[config.mk]
export PLATFORM = sky130hd
export DESIGN_NAME = serial_port_zero
export DESIGN_NICKNAME = d
export VERILOG_FILES = /design/src/logic/serial_port_zero.v
export VERILOG_INCLUDE_DIRS = /design/src /design/src/logic
export SDC_FILE = /design/constraint.sdc
export NUM_CORES = 1
export LEC_CHECK = 0
export BUFFER_PORTS_ARGS = -buffer_cell sky130_fd_sc_hd__buf_2
export CELL_PAD_IN_SITES_DETAIL_PLACEMENT = 1
export CELL_PAD_IN_SITES_GLOBAL_PLACEMENT = 2
export CORE_UTILIZATION = 32
export DETAILED_ROUTE_END_ITERATION = 12
export PLACE_DENSITY = 0.87
export SETUP_SLACK_MARGIN = 0.2
export SLEW_MARGIN = 5
export SYNTH_ARGS = -nofsm -noshare
export SYNTH_HDL_FRONTEND = slang
export SYNTH_SLANG_ARGS = --single-unit
[constraint.sdc]
create_clock -name clk_i -period 3.25 [get_ports clk_i]
set_clock_uncertainty 0.2 [all_clocks]
set_input_delay 0.325 -clock clk_i [delete_from_list [all_inputs] [get_ports clk_i]]
set_output_delay 0.325 -clock clk_i [all_outputs]
set_load 0.1 [all_outputs]
[src/logic/serial_port_zero_consts.vh]
`ifndef SERIAL_PORT_ZERO_CONSTS_VH
`define SERIAL_PORT_ZERO_CONSTS_VH

// Register indices; byte address is four times the index
`define IDX_CONTROL 12'h098
`define IDX_DATA 12'h099
`define IDX_BAUD 12'h09a
`define IDX_CONFIG 12'h09b
`define IDX_IRQ_STATUS 12'h09c
`define IDX_IRQ_MASK 12'h09d
`define ADDR_CONTROL 12'h260
`define ADDR_DATA 12'h264
`define ADDR_BAUD 12'h268
`define ADDR_CONFIG 12'h26c
`define ADDR_IRQ_STATUS 12'h270
`define ADDR_IRQ_MASK 12'h274

// Control register fields
`define CTL_MODE_HI 7
`define CTL_MODE_LO 6
`define CTL_FILTER 5
`define CTL_RX_ALLOW 4
`define CTL_TX_NINTH 3
`define CTL_RX_NINTH 2
`define CTL_TX_DONE 1
`define CTL_RX_DONE 0

// Config register fields
`define CFG_VIEW_SELECT 0
`define CFG_DOUBLE_RATE 1

// Interrupt status fields
`define IRQ_TX 0
`define IRQ_RX 1
`define IRQ_FE 2

// Modes
`define MODE_SYNC 2'b00
`define MODE_ASYNC10 2'b01
`define MODE_ASYNC11_FIXED 2'b10
`define MODE_ASYNC11_VAR 2'b11

// Bit times in clock cycles
`define SYNC_DIV_SLOW 16'h000c
`define SYNC_DIV_FAST 16'h0004
`define FIXED_DIV_SLOW 16'h0040
`define FIXED_DIV_FAST 16'h0020
`define BAUD_DIV_RST 16'h0364

// Frame lengths in bit times
`define BITS_SYNC 4'h8
`define BITS_ASYNC10 4'ha
`define BITS_ASYNC11 4'hb

`endif

[src/logic/serial_port_zero.v]
// Notes on behaviour
// Control bit 7 reads as mode bit or sticky framing-error flag per view select.
// Mode 00 sync 8-bit, 01 async 10-bit, 10 async 11-bit fixed, 11 async variable.
// 11-bit modes with filter set: no receive-complete when ninth bit is zero.
// 10-bit mode with filter set: no receive-complete without a valid stop bit.
// Sync mode: filter bit picks shift clock, clear divides by 12, set by 4.
// Reception starts only while the receive-allow bit is one; clearing it aborts async but not sync reception.
// 11-bit modes transmit the software tx ninth bit as ninth data bit.
// Rx ninth bit takes ninth bit in 11-bit modes, stop bit in 10-bit unfiltered.
// Tx-complete sets after 8th bit in sync, at stop start otherwise; software clears.
// Rx-complete sets after 8th bit in sync, mid stop otherwise; software clears.
// Data buffer reads the receive register and writes the transmit buffer.
// Writing the transmit buffer while the shift engine is idle starts a frame in the selected mode.
// Async receiver starts on a start bit and samples each bit at its centre.
//
// Chosen here: register access over APB.
`timescale 1ns/10ps
`default_nettype none
`include "serial_port_zero_consts.vh"

module serial_port_zero (
    input wire clk_i,
    input wire rst_b_i,
    input wire psel_i,
    input wire penable_i,
    input wire pwrite_i,
    input wire [11:0] paddr_i,
    input wire [31:0] pwdata_i,
    output wire [31:0] prdata_o,
    output wire pready_o,
    output wire pslverr_o,
    input wire rxd_i,
    output wire rxd_o,
    output wire rxd_oe_o,
    output wire txd_o,
    output wire irq_o
);
    reg mode_hi_r;
    reg mode_lo_r;
    reg filter_r;
    reg rx_allow_r;
    reg tx_ninth_r;
    reg rx_ninth_r;
    reg tx_done_r;
    reg rx_done_r;
    reg frame_err_r;
    reg [7:0] rx_buf_r;
    reg [15:0] baud_r;
    reg view_sel_r;
    reg double_rate_r;
    reg [2:0] irq_stat_r;
    reg [2:0] irq_mask_r;
    reg [31:0] prdata_r;
    reg pslverr_r;

    reg rxd_meta_r;
    reg rxd_sync_r;
    reg rxd_prev_r;

    reg tx_busy_r;
    reg sync_rx_r;
    reg [15:0] tx_cnt_r;
    reg [3:0] tx_bits_r;
    reg [10:0] tx_sh_r;
    reg txd_r;
    reg rxd_out_r;
    reg rxd_oe_r;

    localparam RX_IDLE = 2'd0;
    localparam RX_START = 2'd1;
    localparam RX_DATA = 2'd2;
    localparam RX_STOP = 2'd3;
    reg [1:0] rx_state_r;
    reg [15:0] rx_cnt_r;
    reg [3:0] rx_bits_r;
    reg [8:0] rx_sh_r;

    wire [1:0] mode = {mode_hi_r, mode_lo_r};
    wire is_sync = (mode == `MODE_SYNC);
    wire is_eleven = mode_hi_r;
    reg [15:0] bit_len;

    // Bit time for the selected mode
    always @* begin
        case (mode)
            `MODE_SYNC: bit_len = filter_r ? `SYNC_DIV_FAST : `SYNC_DIV_SLOW;
            `MODE_ASYNC11_FIXED: bit_len = double_rate_r ? `FIXED_DIV_FAST : `FIXED_DIV_SLOW;
            default: bit_len = baud_r;
        endcase
    end
    wire [15:0] bit_last = bit_len - 16'h0001;
    wire [15:0] half_len = {1'b0, bit_len[15:1]};

    wire wr_acc = psel_i & penable_i & pwrite_i;
    wire rd_setup = psel_i & ~penable_i & ~pwrite_i;
    wire wr_ctl = wr_acc & (paddr_i == `ADDR_CONTROL);
    wire wr_data = wr_acc & (paddr_i == `ADDR_DATA);
    wire wr_stat = wr_acc & (paddr_i == `ADDR_IRQ_STATUS);
    wire mapped = (paddr_i == `ADDR_CONTROL) | (paddr_i == `ADDR_DATA) |
        (paddr_i == `ADDR_BAUD) | (paddr_i == `ADDR_CONFIG) |
        (paddr_i == `ADDR_IRQ_STATUS) | (paddr_i == `ADDR_IRQ_MASK);

    wire [7:0] ctl_view = {view_sel_r ? frame_err_r : mode_hi_r, mode_lo_r, filter_r,
        rx_allow_r, tx_ninth_r, rx_ninth_r, tx_done_r, rx_done_r};

    // Transmit engine events
    wire tx_start = wr_data & ~tx_busy_r;
    // Sync-mode reception is driven by this engine too; it waits for a free line
    wire sync_rx_start = is_sync & rx_allow_r & ~rx_done_r & ~tx_busy_r & ~wr_data;
    wire tx_tick = tx_busy_r & (tx_cnt_r == 16'h0000);
    wire tx_last = tx_tick & (tx_bits_r == 4'h1);
    wire tx_stop_begin = tx_tick & ~is_sync & (tx_bits_r == 4'h2);
    wire sync_sample = tx_busy_r & sync_rx_r & (tx_cnt_r == half_len);
    wire tx_done_set = tx_stop_begin | (tx_last & is_sync & ~sync_rx_r);
    wire sync_rx_done = tx_last & is_sync & sync_rx_r;

    // Async receive events
    wire rx_tick = (rx_cnt_r == 16'h0000);
    wire stop_sample = (rx_state_r == RX_STOP) & rx_tick;
    wire stop_ok = rxd_sync_r;
    wire ninth_rx = rx_sh_r[8];
    reg accept;
    always @* begin
        if (is_eleven) begin
            accept = ~filter_r | ninth_rx;
        end else begin
            accept = ~filter_r | stop_ok;
        end
    end
    wire async_rx_done = stop_sample & accept & ~rx_done_r;
    wire fe_set = stop_sample & ~stop_ok;
    wire rx_done_set = async_rx_done | sync_rx_done;

    // Registers and bus
    always @(posedge clk_i) begin
        if (!rst_b_i) begin
            mode_hi_r <= 1'b0;
            mode_lo_r <= 1'b0;
            filter_r <= 1'b0;
            rx_allow_r <= 1'b0;
            tx_ninth_r <= 1'b0;
            rx_ninth_r <= 1'b0;
            tx_done_r <= 1'b0;
            rx_done_r <= 1'b0;
            frame_err_r <= 1'b0;
            rx_buf_r <= 8'h00;
            baud_r <= `BAUD_DIV_RST;
            view_sel_r <= 1'b0;
            double_rate_r <= 1'b0;
            irq_stat_r <= 3'h0;
            irq_mask_r <= 3'h0;
            prdata_r <= 32'h00000000;
            pslverr_r <= 1'b0;
        end else begin
            if (wr_ctl) begin
                if (!view_sel_r) begin
                    mode_hi_r <= pwdata_i[`CTL_MODE_HI];
                end
                mode_lo_r <= pwdata_i[`CTL_MODE_LO];
                filter_r <= pwdata_i[`CTL_FILTER];
                rx_allow_r <= pwdata_i[`CTL_RX_ALLOW];
                tx_ninth_r <= pwdata_i[`CTL_TX_NINTH];
            end
            // Hardware sets win over a same-cycle software write
            if (fe_set) begin
                frame_err_r <= 1'b1;
            end else if (wr_ctl & view_sel_r) begin
                frame_err_r <= pwdata_i[`CTL_MODE_HI];
            end
            if (tx_done_set) begin
                tx_done_r <= 1'b1;
            end else if (wr_ctl) begin
                tx_done_r <= pwdata_i[`CTL_TX_DONE];
            end
            if (rx_done_set) begin
                rx_done_r <= 1'b1;
            end else if (wr_ctl) begin
                rx_done_r <= pwdata_i[`CTL_RX_DONE];
            end
            if (async_rx_done) begin
                rx_buf_r <= rx_sh_r[7:0];
                if (is_eleven) begin
                    rx_ninth_r <= ninth_rx;
                end else if (!filter_r) begin
                    rx_ninth_r <= stop_ok;
                end
            end else if (sync_rx_done) begin
                rx_buf_r <= tx_sh_r[7:0];
            end else if (wr_ctl) begin
                rx_ninth_r <= pwdata_i[`CTL_RX_NINTH];
            end
            if (wr_acc & (paddr_i == `ADDR_BAUD)) begin
                baud_r <= (pwdata_i[15:0] == 16'h0000) ? 16'h0001 : pwdata_i[15:0];
            end
            if (wr_acc & (paddr_i == `ADDR_CONFIG)) begin
                view_sel_r <= pwdata_i[`CFG_VIEW_SELECT];
                double_rate_r <= pwdata_i[`CFG_DOUBLE_RATE];
            end
            if (wr_acc & (paddr_i == `ADDR_IRQ_MASK)) begin
                irq_mask_r <= pwdata_i[2:0];
            end
            irq_stat_r <= ({fe_set, rx_done_set, tx_done_set}) |
                (irq_stat_r & ~(wr_stat ? pwdata_i[2:0] : 3'h0));
            if (psel_i & ~penable_i) begin
                pslverr_r <= ~mapped;
            end
            if (rd_setup) begin
                case (paddr_i)
                    `ADDR_CONTROL: prdata_r <= {24'h000000, ctl_view};
                    `ADDR_DATA: prdata_r <= {24'h000000, rx_buf_r};
                    `ADDR_BAUD: prdata_r <= {16'h0000, baud_r};
                    `ADDR_CONFIG: prdata_r <= {30'h00000000, double_rate_r, view_sel_r};
                    `ADDR_IRQ_STATUS: prdata_r <= {29'h00000000, irq_stat_r};
                    `ADDR_IRQ_MASK: prdata_r <= {29'h00000000, irq_mask_r};
                    default: prdata_r <= 32'h00000000;
                endcase
            end
        end
    end

    assign prdata_o = prdata_r;
    assign pready_o = 1'b1;
    assign pslverr_o = psel_i & penable_i & pslverr_r;
    assign irq_o = |(irq_stat_r & irq_mask_r);

    // Receive line synchroniser
    always @(posedge clk_i) begin
        if (!rst_b_i) begin
            rxd_meta_r <= 1'b1;
            rxd_sync_r <= 1'b1;
            rxd_prev_r <= 1'b1;
        end else begin
            rxd_meta_r <= rxd_i;
            rxd_sync_r <= rxd_meta_r;
            rxd_prev_r <= rxd_sync_r;
        end
    end

    // Transmit engine, also the shift engine for sync-mode reception
    always @(posedge clk_i) begin
        if (!rst_b_i) begin
            tx_busy_r <= 1'b0;
            sync_rx_r <= 1'b0;
            tx_cnt_r <= 16'h0000;
            tx_bits_r <= 4'h0;
            tx_sh_r <= 11'h7ff;
        end else if (tx_start) begin
            tx_busy_r <= 1'b1;
            sync_rx_r <= 1'b0;
            tx_cnt_r <= bit_last;
            case (mode)
                `MODE_SYNC: begin
                    tx_bits_r <= `BITS_SYNC;
                    tx_sh_r <= {3'h7, pwdata_i[7:0]};
                end
                `MODE_ASYNC10: begin
                    tx_bits_r <= `BITS_ASYNC10;
                    tx_sh_r <= {2'h3, pwdata_i[7:0], 1'b0};
                end
                default: begin
                    tx_bits_r <= `BITS_ASYNC11;
                    tx_sh_r <= {1'b1, tx_ninth_r, pwdata_i[7:0], 1'b0};
                end
            endcase
        end else if (!tx_busy_r) begin
            if (sync_rx_start) begin
                tx_busy_r <= 1'b1;
                sync_rx_r <= 1'b1;
                tx_cnt_r <= bit_last;
                tx_bits_r <= `BITS_SYNC;
                tx_sh_r <= 11'h7ff;
            end
        end else if (tx_tick) begin
            tx_cnt_r <= bit_last;
            if (tx_bits_r == 4'h1) begin
                tx_busy_r <= 1'b0;
                sync_rx_r <= 1'b0;
            end else begin
                tx_bits_r <= tx_bits_r - 4'h1;
                if (!sync_rx_r) begin
                    tx_sh_r <= {1'b1, tx_sh_r[10:1]};
                end
            end
        end else begin
            tx_cnt_r <= tx_cnt_r - 16'h0001;
            if (sync_sample) begin
                tx_sh_r <= {3'h7, rxd_sync_r, tx_sh_r[7:1]};
            end
        end
    end

    // Sync mode: shift clock low while the bit counter is above half a bit time, high from there to the end of the bit
    always @(posedge clk_i) begin
        if (!rst_b_i) begin
            txd_r <= 1'b1;
            rxd_out_r <= 1'b1;
            rxd_oe_r <= 1'b0;
        end else begin
            if (is_sync) begin
                txd_r <= ~tx_busy_r | (tx_cnt_r <= half_len);
            end else begin
                txd_r <= tx_busy_r ? tx_sh_r[0] : 1'b1;
            end
            rxd_out_r <= tx_sh_r[0];
            rxd_oe_r <= is_sync & tx_busy_r & ~sync_rx_r;
        end
    end

    assign txd_o = txd_r;
    assign rxd_o = rxd_out_r;
    assign rxd_oe_o = rxd_oe_r;

    // Async receiver
    always @(posedge clk_i) begin
        if (!rst_b_i) begin
            rx_state_r <= RX_IDLE;
            rx_cnt_r <= 16'h0000;
            rx_bits_r <= 4'h0;
            rx_sh_r <= 9'h000;
        end else if (is_sync | ~rx_allow_r) begin
            rx_state_r <= RX_IDLE;
        end else begin
            case (rx_state_r)
                RX_IDLE: begin
                    if (rxd_prev_r & ~rxd_sync_r) begin
                        rx_state_r <= RX_START;
                        rx_cnt_r <= half_len;
                    end
                end
                RX_START: begin
                    if (!rx_tick) begin
                        rx_cnt_r <= rx_cnt_r - 16'h0001;
                    end else if (!rxd_sync_r) begin
                        rx_state_r <= RX_DATA;
                        rx_cnt_r <= bit_last;
                        rx_bits_r <= is_eleven ? 4'h9 : 4'h8;
                        rx_sh_r <= 9'h000;
                    end else begin
                        // Glitch shorter than half a bit is not a start bit
                        rx_state_r <= RX_IDLE;
                    end
                end
                RX_DATA: begin
                    if (!rx_tick) begin
                        rx_cnt_r <= rx_cnt_r - 16'h0001;
                    end else begin
                        rx_cnt_r <= bit_last;
                        rx_bits_r <= rx_bits_r - 4'h1;
                        if (is_eleven) begin
                            rx_sh_r <= {rxd_sync_r, rx_sh_r[8:1]};
                        end else begin
                            rx_sh_r <= {1'b0, rxd_sync_r, rx_sh_r[7:1]};
                        end
                        if (rx_bits_r == 4'h1) begin
                            rx_state_r <= RX_STOP;
                        end
                    end
                end
                RX_STOP: begin
                    if (!rx_tick) begin
                        rx_cnt_r <= rx_cnt_r - 16'h0001;
                    end else begin
                        rx_state_r <= RX_IDLE;
                    end
                end
                default: rx_state_r <= RX_IDLE;
            endcase
        end
    end
endmodule

`default_nettype wire

== Word level (Yosys, flattened, before mapping) ==
Cells that the tools add are included.
Cells by class
  $add $sub $neg: 5
  $lt $le $gt $ge: 1
  eq/ne operators: 32
  mux-type cells: 73
  bitwise logic cells: 62
  reduce and logical (&&, ||, !) cells: 24
Operators by type and width (count)
  $mux W16: 10
  $pmux W16 S6: 1
  $mux W11: 7
  $eq A12 B10 Y1 const B: 6
  $pmux W16 S4: 1
  $logic_not A16 Y1: 3
  $sub A16 B1 Y16 const B: 3
  $mux W4: 9
  $mux W9: 4
  $and A1 B1 Y1: 33
  $pmux W16 S2: 1
  $mux W1: 25
  $pmux W10 S2: 1
  $pmux W9 S2: 1
  $eq A16 B15 Y1: 1
  $le A16 B15 Y1: 1
  $mux W8: 2
  $ne A2 B2 Y1 const B: 7
  $not A1 Y1: 14
  $reduce_bool A2 Y1: 7
  $mux W2: 6
  $or A1 B1 Y1: 11
  $reduce_and A5 Y1: 2
  $ne A3 B3 Y1 const B: 3
  other kinds (24): 38
Word-level totals
  bits in registers: 144
  bits of input ports: 50
  output and inout bits: 38
  logic and storage cells: 229

== Logic depth before layout (Yosys ltp) ==
  depth after elaboration: 8
  gate-level depth with buffers: 13
  gate-level depth less buffers: 10

== Least setup slack after synthesis ==
Ideal clock, no wire load.
  kind: register to register
  start: register mode_lo_r
  end: register tx_sh_r[4]
  data arrival time: 2.924 ns
  data required time: 2.921 ns
  slack: -0.003 ns
  cell stages (with the launch flop): 14
  path through: dfxtp_1 clkbuf_1 buf_2 buf_2 buf_1 nand2_1 ha_1 nand2_1 nor4b_1 o2111ai_1 a21oi_2 buf_4 mux2i_1 nand2_1
On the way
  longest elaborated chain between the ends: 7
Ends and longest elaborated chain
  from (decl): RTL line serial_port_zero.v:39  | reg mode_lo_r;
  from (signal assigned): RTL line serial_port_zero.v:159  | mode_lo_r <= pwdata_i[`CTL_MODE_LO];
  branches (longest 7 deep; another with $pmux W16 S2)
  to (signal assigned): RTL line serial_port_zero.v:254  | tx_sh_r <= {3'h7, pwdata_i[7:0]};
  to (signal assigned): RTL line serial_port_zero.v:258  | tx_sh_r <= {2'h3, pwdata_i[7:0], 1'b0};
  to (signal assigned): RTL line serial_port_zero.v:262  | tx_sh_r <= {1'b1, tx_ninth_r, pwdata_i[7:0], 1'b0};
  to (decl): RTL line serial_port_zero.v:64  | reg [10:0] tx_sh_r;
Parallel ways; which one is timed is not known.
A chain may end at the register's enable or synchronous reset.

== Worst setup path after layout ==
  start: register mode_lo_r
  end: register tx_sh_r[8]
The elaborated chain is that of the path after synthesis.

==> metrics.md <==
| Metric | Value |
|---|---|
| Result of the run | completed |
| Critical Path Source Type | flip-flop |
| Critical path data arrival time | a little over 3 ns |
| Top-area cell type share of the netlist area | approximately a third |
| Worst hold slack across all endpoints | between 0.02 and 0.025 ns |
| Count of final max-slew check failures | 0 |
| Clock edge transition at the registers on the reported setup and hold paths | 0.06 ns |
| Post-synthesis area per instance | 7.995 um2 |
| Asr flop ratio synth | 0% |
| Flops & latches, synth | roughly 130 |
| Drt drc | 0 |
| Overall overflow remaining after global route | 0 |
| Post-synthesis instance area | a little under 8000 um2 |
| Port buffer count | 54 |
| Crit Path Max Fanout | 8 |
| Synth warn | 0 |
| Transition at the pin with the smallest max-transition slack | approximately 0.73 ns |
| R2r startpoint | mode_lo_r |
| Row count | 56 |
| Part of the power in combinational logic | 6.4% |
| Clock latency at the later pin of the worst-skew pair | approximately 0.44 ns |
| Fmax | between 300 and 400 MHz |
| Post-synthesis cell type with the largest combined area | dfxtp_1 |
| R2R depth | 13 |
| Routed Antenna Nets | 0 |
| Static Leak | around 0.0035 uW |
| Relative slew margins | around half |
| Fraction of layout cells with a size suffix above 1 | 15.43% |
| Die extent in y | between 150 and 200 um |
| Start point of the worst hold path | pwdata_i[15] |
| Net switching component of the power | about 1000 uW |
| Delay of the slowest critical-path stage | between 0.3 and 0.4 ns |
| H-tree lvl count | 4 |
| Number of sinks on the clock net | between 100 and 150 |
| Detailed placer's ending HPWL | around 21000 um |
| Period utilization | about nine tenths |
| Via count | 7830 |
| Most frequent cell after synthesis | dfxtp_1 |
| Final Worst Setup Slack | around 0.33 ns |
| Final GP Congestion | about 0.86 |
| Cell area after layout | slightly above 9000 um2 |
| Final setup fails | 0 |
| Top-level port count | 88 |
| Capturing element type of the critical path | flip-flop |
| Area of the core | between 20000 and 25000 um2 |
| Max Buffers Root-to-Sink | 2 |
| Internal power | 2781 uW |
| Starting Density | 33.09% |
| RSZ-0062 raised after global routing | false |
| Power density over cell area | 415.3 nW/um2 |
| Number of global-route vias before repair | 7866 |
| First-pass DRT Iterations | 5 |
| Max rail drop VDD | 0.3450 mV |
| Cell area reported after detailed placement | approximately 8500 um2 |
| Maxcap violations | 0 |
| Cells on Worst Hold Path | 3 |
| Full die area | ~25000 um2 |
| Final Core Density | 38.74% |
| Total wire length | 28310 um |
| Worst path slowest cell | dfxtp_2 |
| Class of the tightest hold or removal check | in -> reg |
| Avg WL per Cell | just over 20 um |
| Final critical-path required period | around 2.9 ns |
| Worst Path Required | between 3 and 4 ns |
| Sequential group share of total power | about two fifths |
| Largest net degree at the start of global routing | 48 |
| Post-synthesis sequential area ratio | between 30% and 40% |
| Initial antenna violation count | 0 |
| Wire length of the first global-routing pass | ~44000 um |
| Buffer cell driving the clock tree root | clkbuf_16 |
| Post-Synthesis Cells | about 1000 |
| Most frequent CP cell | buf_4 |
| Synth area leaders | dfxtp_1, a21oi_1, nand2_1 |
| Hold worst-path end | baud_r[15] |
| Slack of the worst reg-to-reg path | around 0.33 ns |
| Critical-path cell list | buf_4 > nand2b_2 > nor2_4 > a21oi_1 > ha_1 > nand4_1 > nor4_2 > buf_4 > o2111ai_1 > a21oi_2 > clkbuf_4 > mux2i_1 > nand2_1 |
| Cts bufs inserted | 17 |
| Final net count | ~1100 |
| Endpoint of the lowest-slack register-to-register path | tx_sh_r[8] |
| TritonCTS clock tree | built |
| Number of antenna repair diodes | 0 |
| Post-synth top cells | dfxtp_1, nand2_1, a21oi_1 |
| Total Negative Setup Slacks | 0 ns |
| Width of the chip | 158.7 um |
| Relative contribution of the clock network to total power | around 53% |
| Number of design-rule violations left by the first detailed-router iteration | ~530 |
| Setup Slack @ Placement | just over 0.2 ns |
| Count of flip-flops with a built-in enable after synthesis | 0 |
| Number of hold violations in the final report | 0 |
| Proportion of total power due to net switching | about 27% |
| Post-synthesis cell type count | 84 |
| Area growth from synthesis to layout | 17.10% |
| Most frequently used flop master after synthesis | dfxtp_1 |
| Critical path class | reg -> reg |
| Vias per cell | around 5.7 |
| Total track usage | between 20% and 30% |
how the worst max path moves through the flow:
stage | from | endpoint | slack (ns) | cells past startpoint
global route | mode_lo_r | tx_sh_r[8] | 0.20 | 13
detailed placement | mode_lo_r | tx_sh_r[7] | 0.20 | 13
global placement | mode_lo_r | tx_sh_r[2] | 0.33 | 13
floorplan | mode_lo_r | tx_sh_r[4] | 0.21 | 13
CTS | mode_lo_r | tx_sh_r[7] | 0.24 | 13
finish | mode_lo_r | tx_sh_r[8] | 0.33 | 13
registers in the layout, indices dropped and copies added, names as in the netlist, 3 cells and up, named ones only:
name	cells
rx_buf_r	8
tx_cnt_r	16
rx_sh_r	9
rx_cnt_r	16
tx_bits_r	4
irq_stat_r	3
irq_mask_r	3
tx_sh_r	10
baud_r	16
prdata_o	16
rx_bits_r	4
per-stage QoR:
step	total power (uW)	instances
detailed placement	1834	1327
global route	3925	1369
finish	3822	1369
CTS	3847	1366
floorplan	1783	998
global placement	1831	1327
layout by cell type (no fill, tap or decap), types with 5 or more instances in the layout:
cell type	count
dfxtp_1	126
nand2_1	120
a21oi_1	93
nor2_1	77
buf_2	54
mux2i_1	39
buf_4	39
o21ai_0	37
nand3_1	37
ha_1	27
nor3_1	26
inv_1	24
nor4_1	17
conb_1	17
clkbuf_16	17
nand4_1	16
xor2_1	14
a211oi_1	14
a22oi_1	13
and3_1	12
nand2b_1	11
xnor2_1	11
and2_1	10
o211ai_1	10
a221oi_1	9
or4_1	8
nor3b_1	7
dlygate4sd3_1	7
a2bb2oi_1	6
nor2b_1	5
or3_1	5
nor4_2	5
nand3b_1	5
a21o_1	5
a221o_1	5
a31oi_1	5
o22ai_1	5
inv_6	5
final cells by class:
cell class	count	area, um2
clock buffers	18	439.2
clock inverters	14	168.9
multi-input cells	764	4906
flip-flops and latches	127	2544
fillers	2859	14550
repair buffers	102	651.9
inverters	25	93.84
well taps	319	399.1
power groups by stage:
stage	clock network, uW	logic, uW	registers [uW]
after floorplan	0	164	1620
after global placement	0	232	1600
after detailed placement	0	234	1600
after CTS	2040	241	1560
after global routing	2110	252	1560
final	2010	243	1560
repair_timing:
item	CTS	global route
pin swaps	0	2
setup endpoints to repair	2	8
buffers inserted	0	2
hold endpoints to repair	7	0
gates cloned	0	1
gates resized for setup	1	8
hold buffers	7	0
cell families (layout without fill, tap and decap cells):
| group | count (synthesis) | in the layout | synth area share (%) |
|---|---|---|---|
| compound gates | 255 | 255 | 21.43 |
| xor+xnor | 25 | 25 | 2.786 |
| fa+ha+maj | 28 | 28 | 4.426 |
| buf+inv | 107 | 159 | 6.400 |
| flops | 127 | 127 | 32.35 |
| mux | 46 | 46 | 6.400 |
| other cells | 2 | 17 | 0.09556 |
| simple gates | 393 | 393 | 26.11 |
worst max-delay path: cells and delay by family (launching register included):
family / cells / cell delay, ns
and+or+nand+nor: 5 / 0.74
buffers and inverters: 3 / 0.55
AOI/OAI and AO/OA: 3 / 0.41
DFF: 1 / 0.36
adders and majority gates: 1 / 0.32
muxes: 1 / 0.20
layer usage:
layer  global-route usage (%)  share of wire, %
met4                    11.34               3.8
met1                    29.02                46
met3                    3.135               3.9
met5                        0                 0
met2                    36.42                47
(Power assumes the default switching activity.)
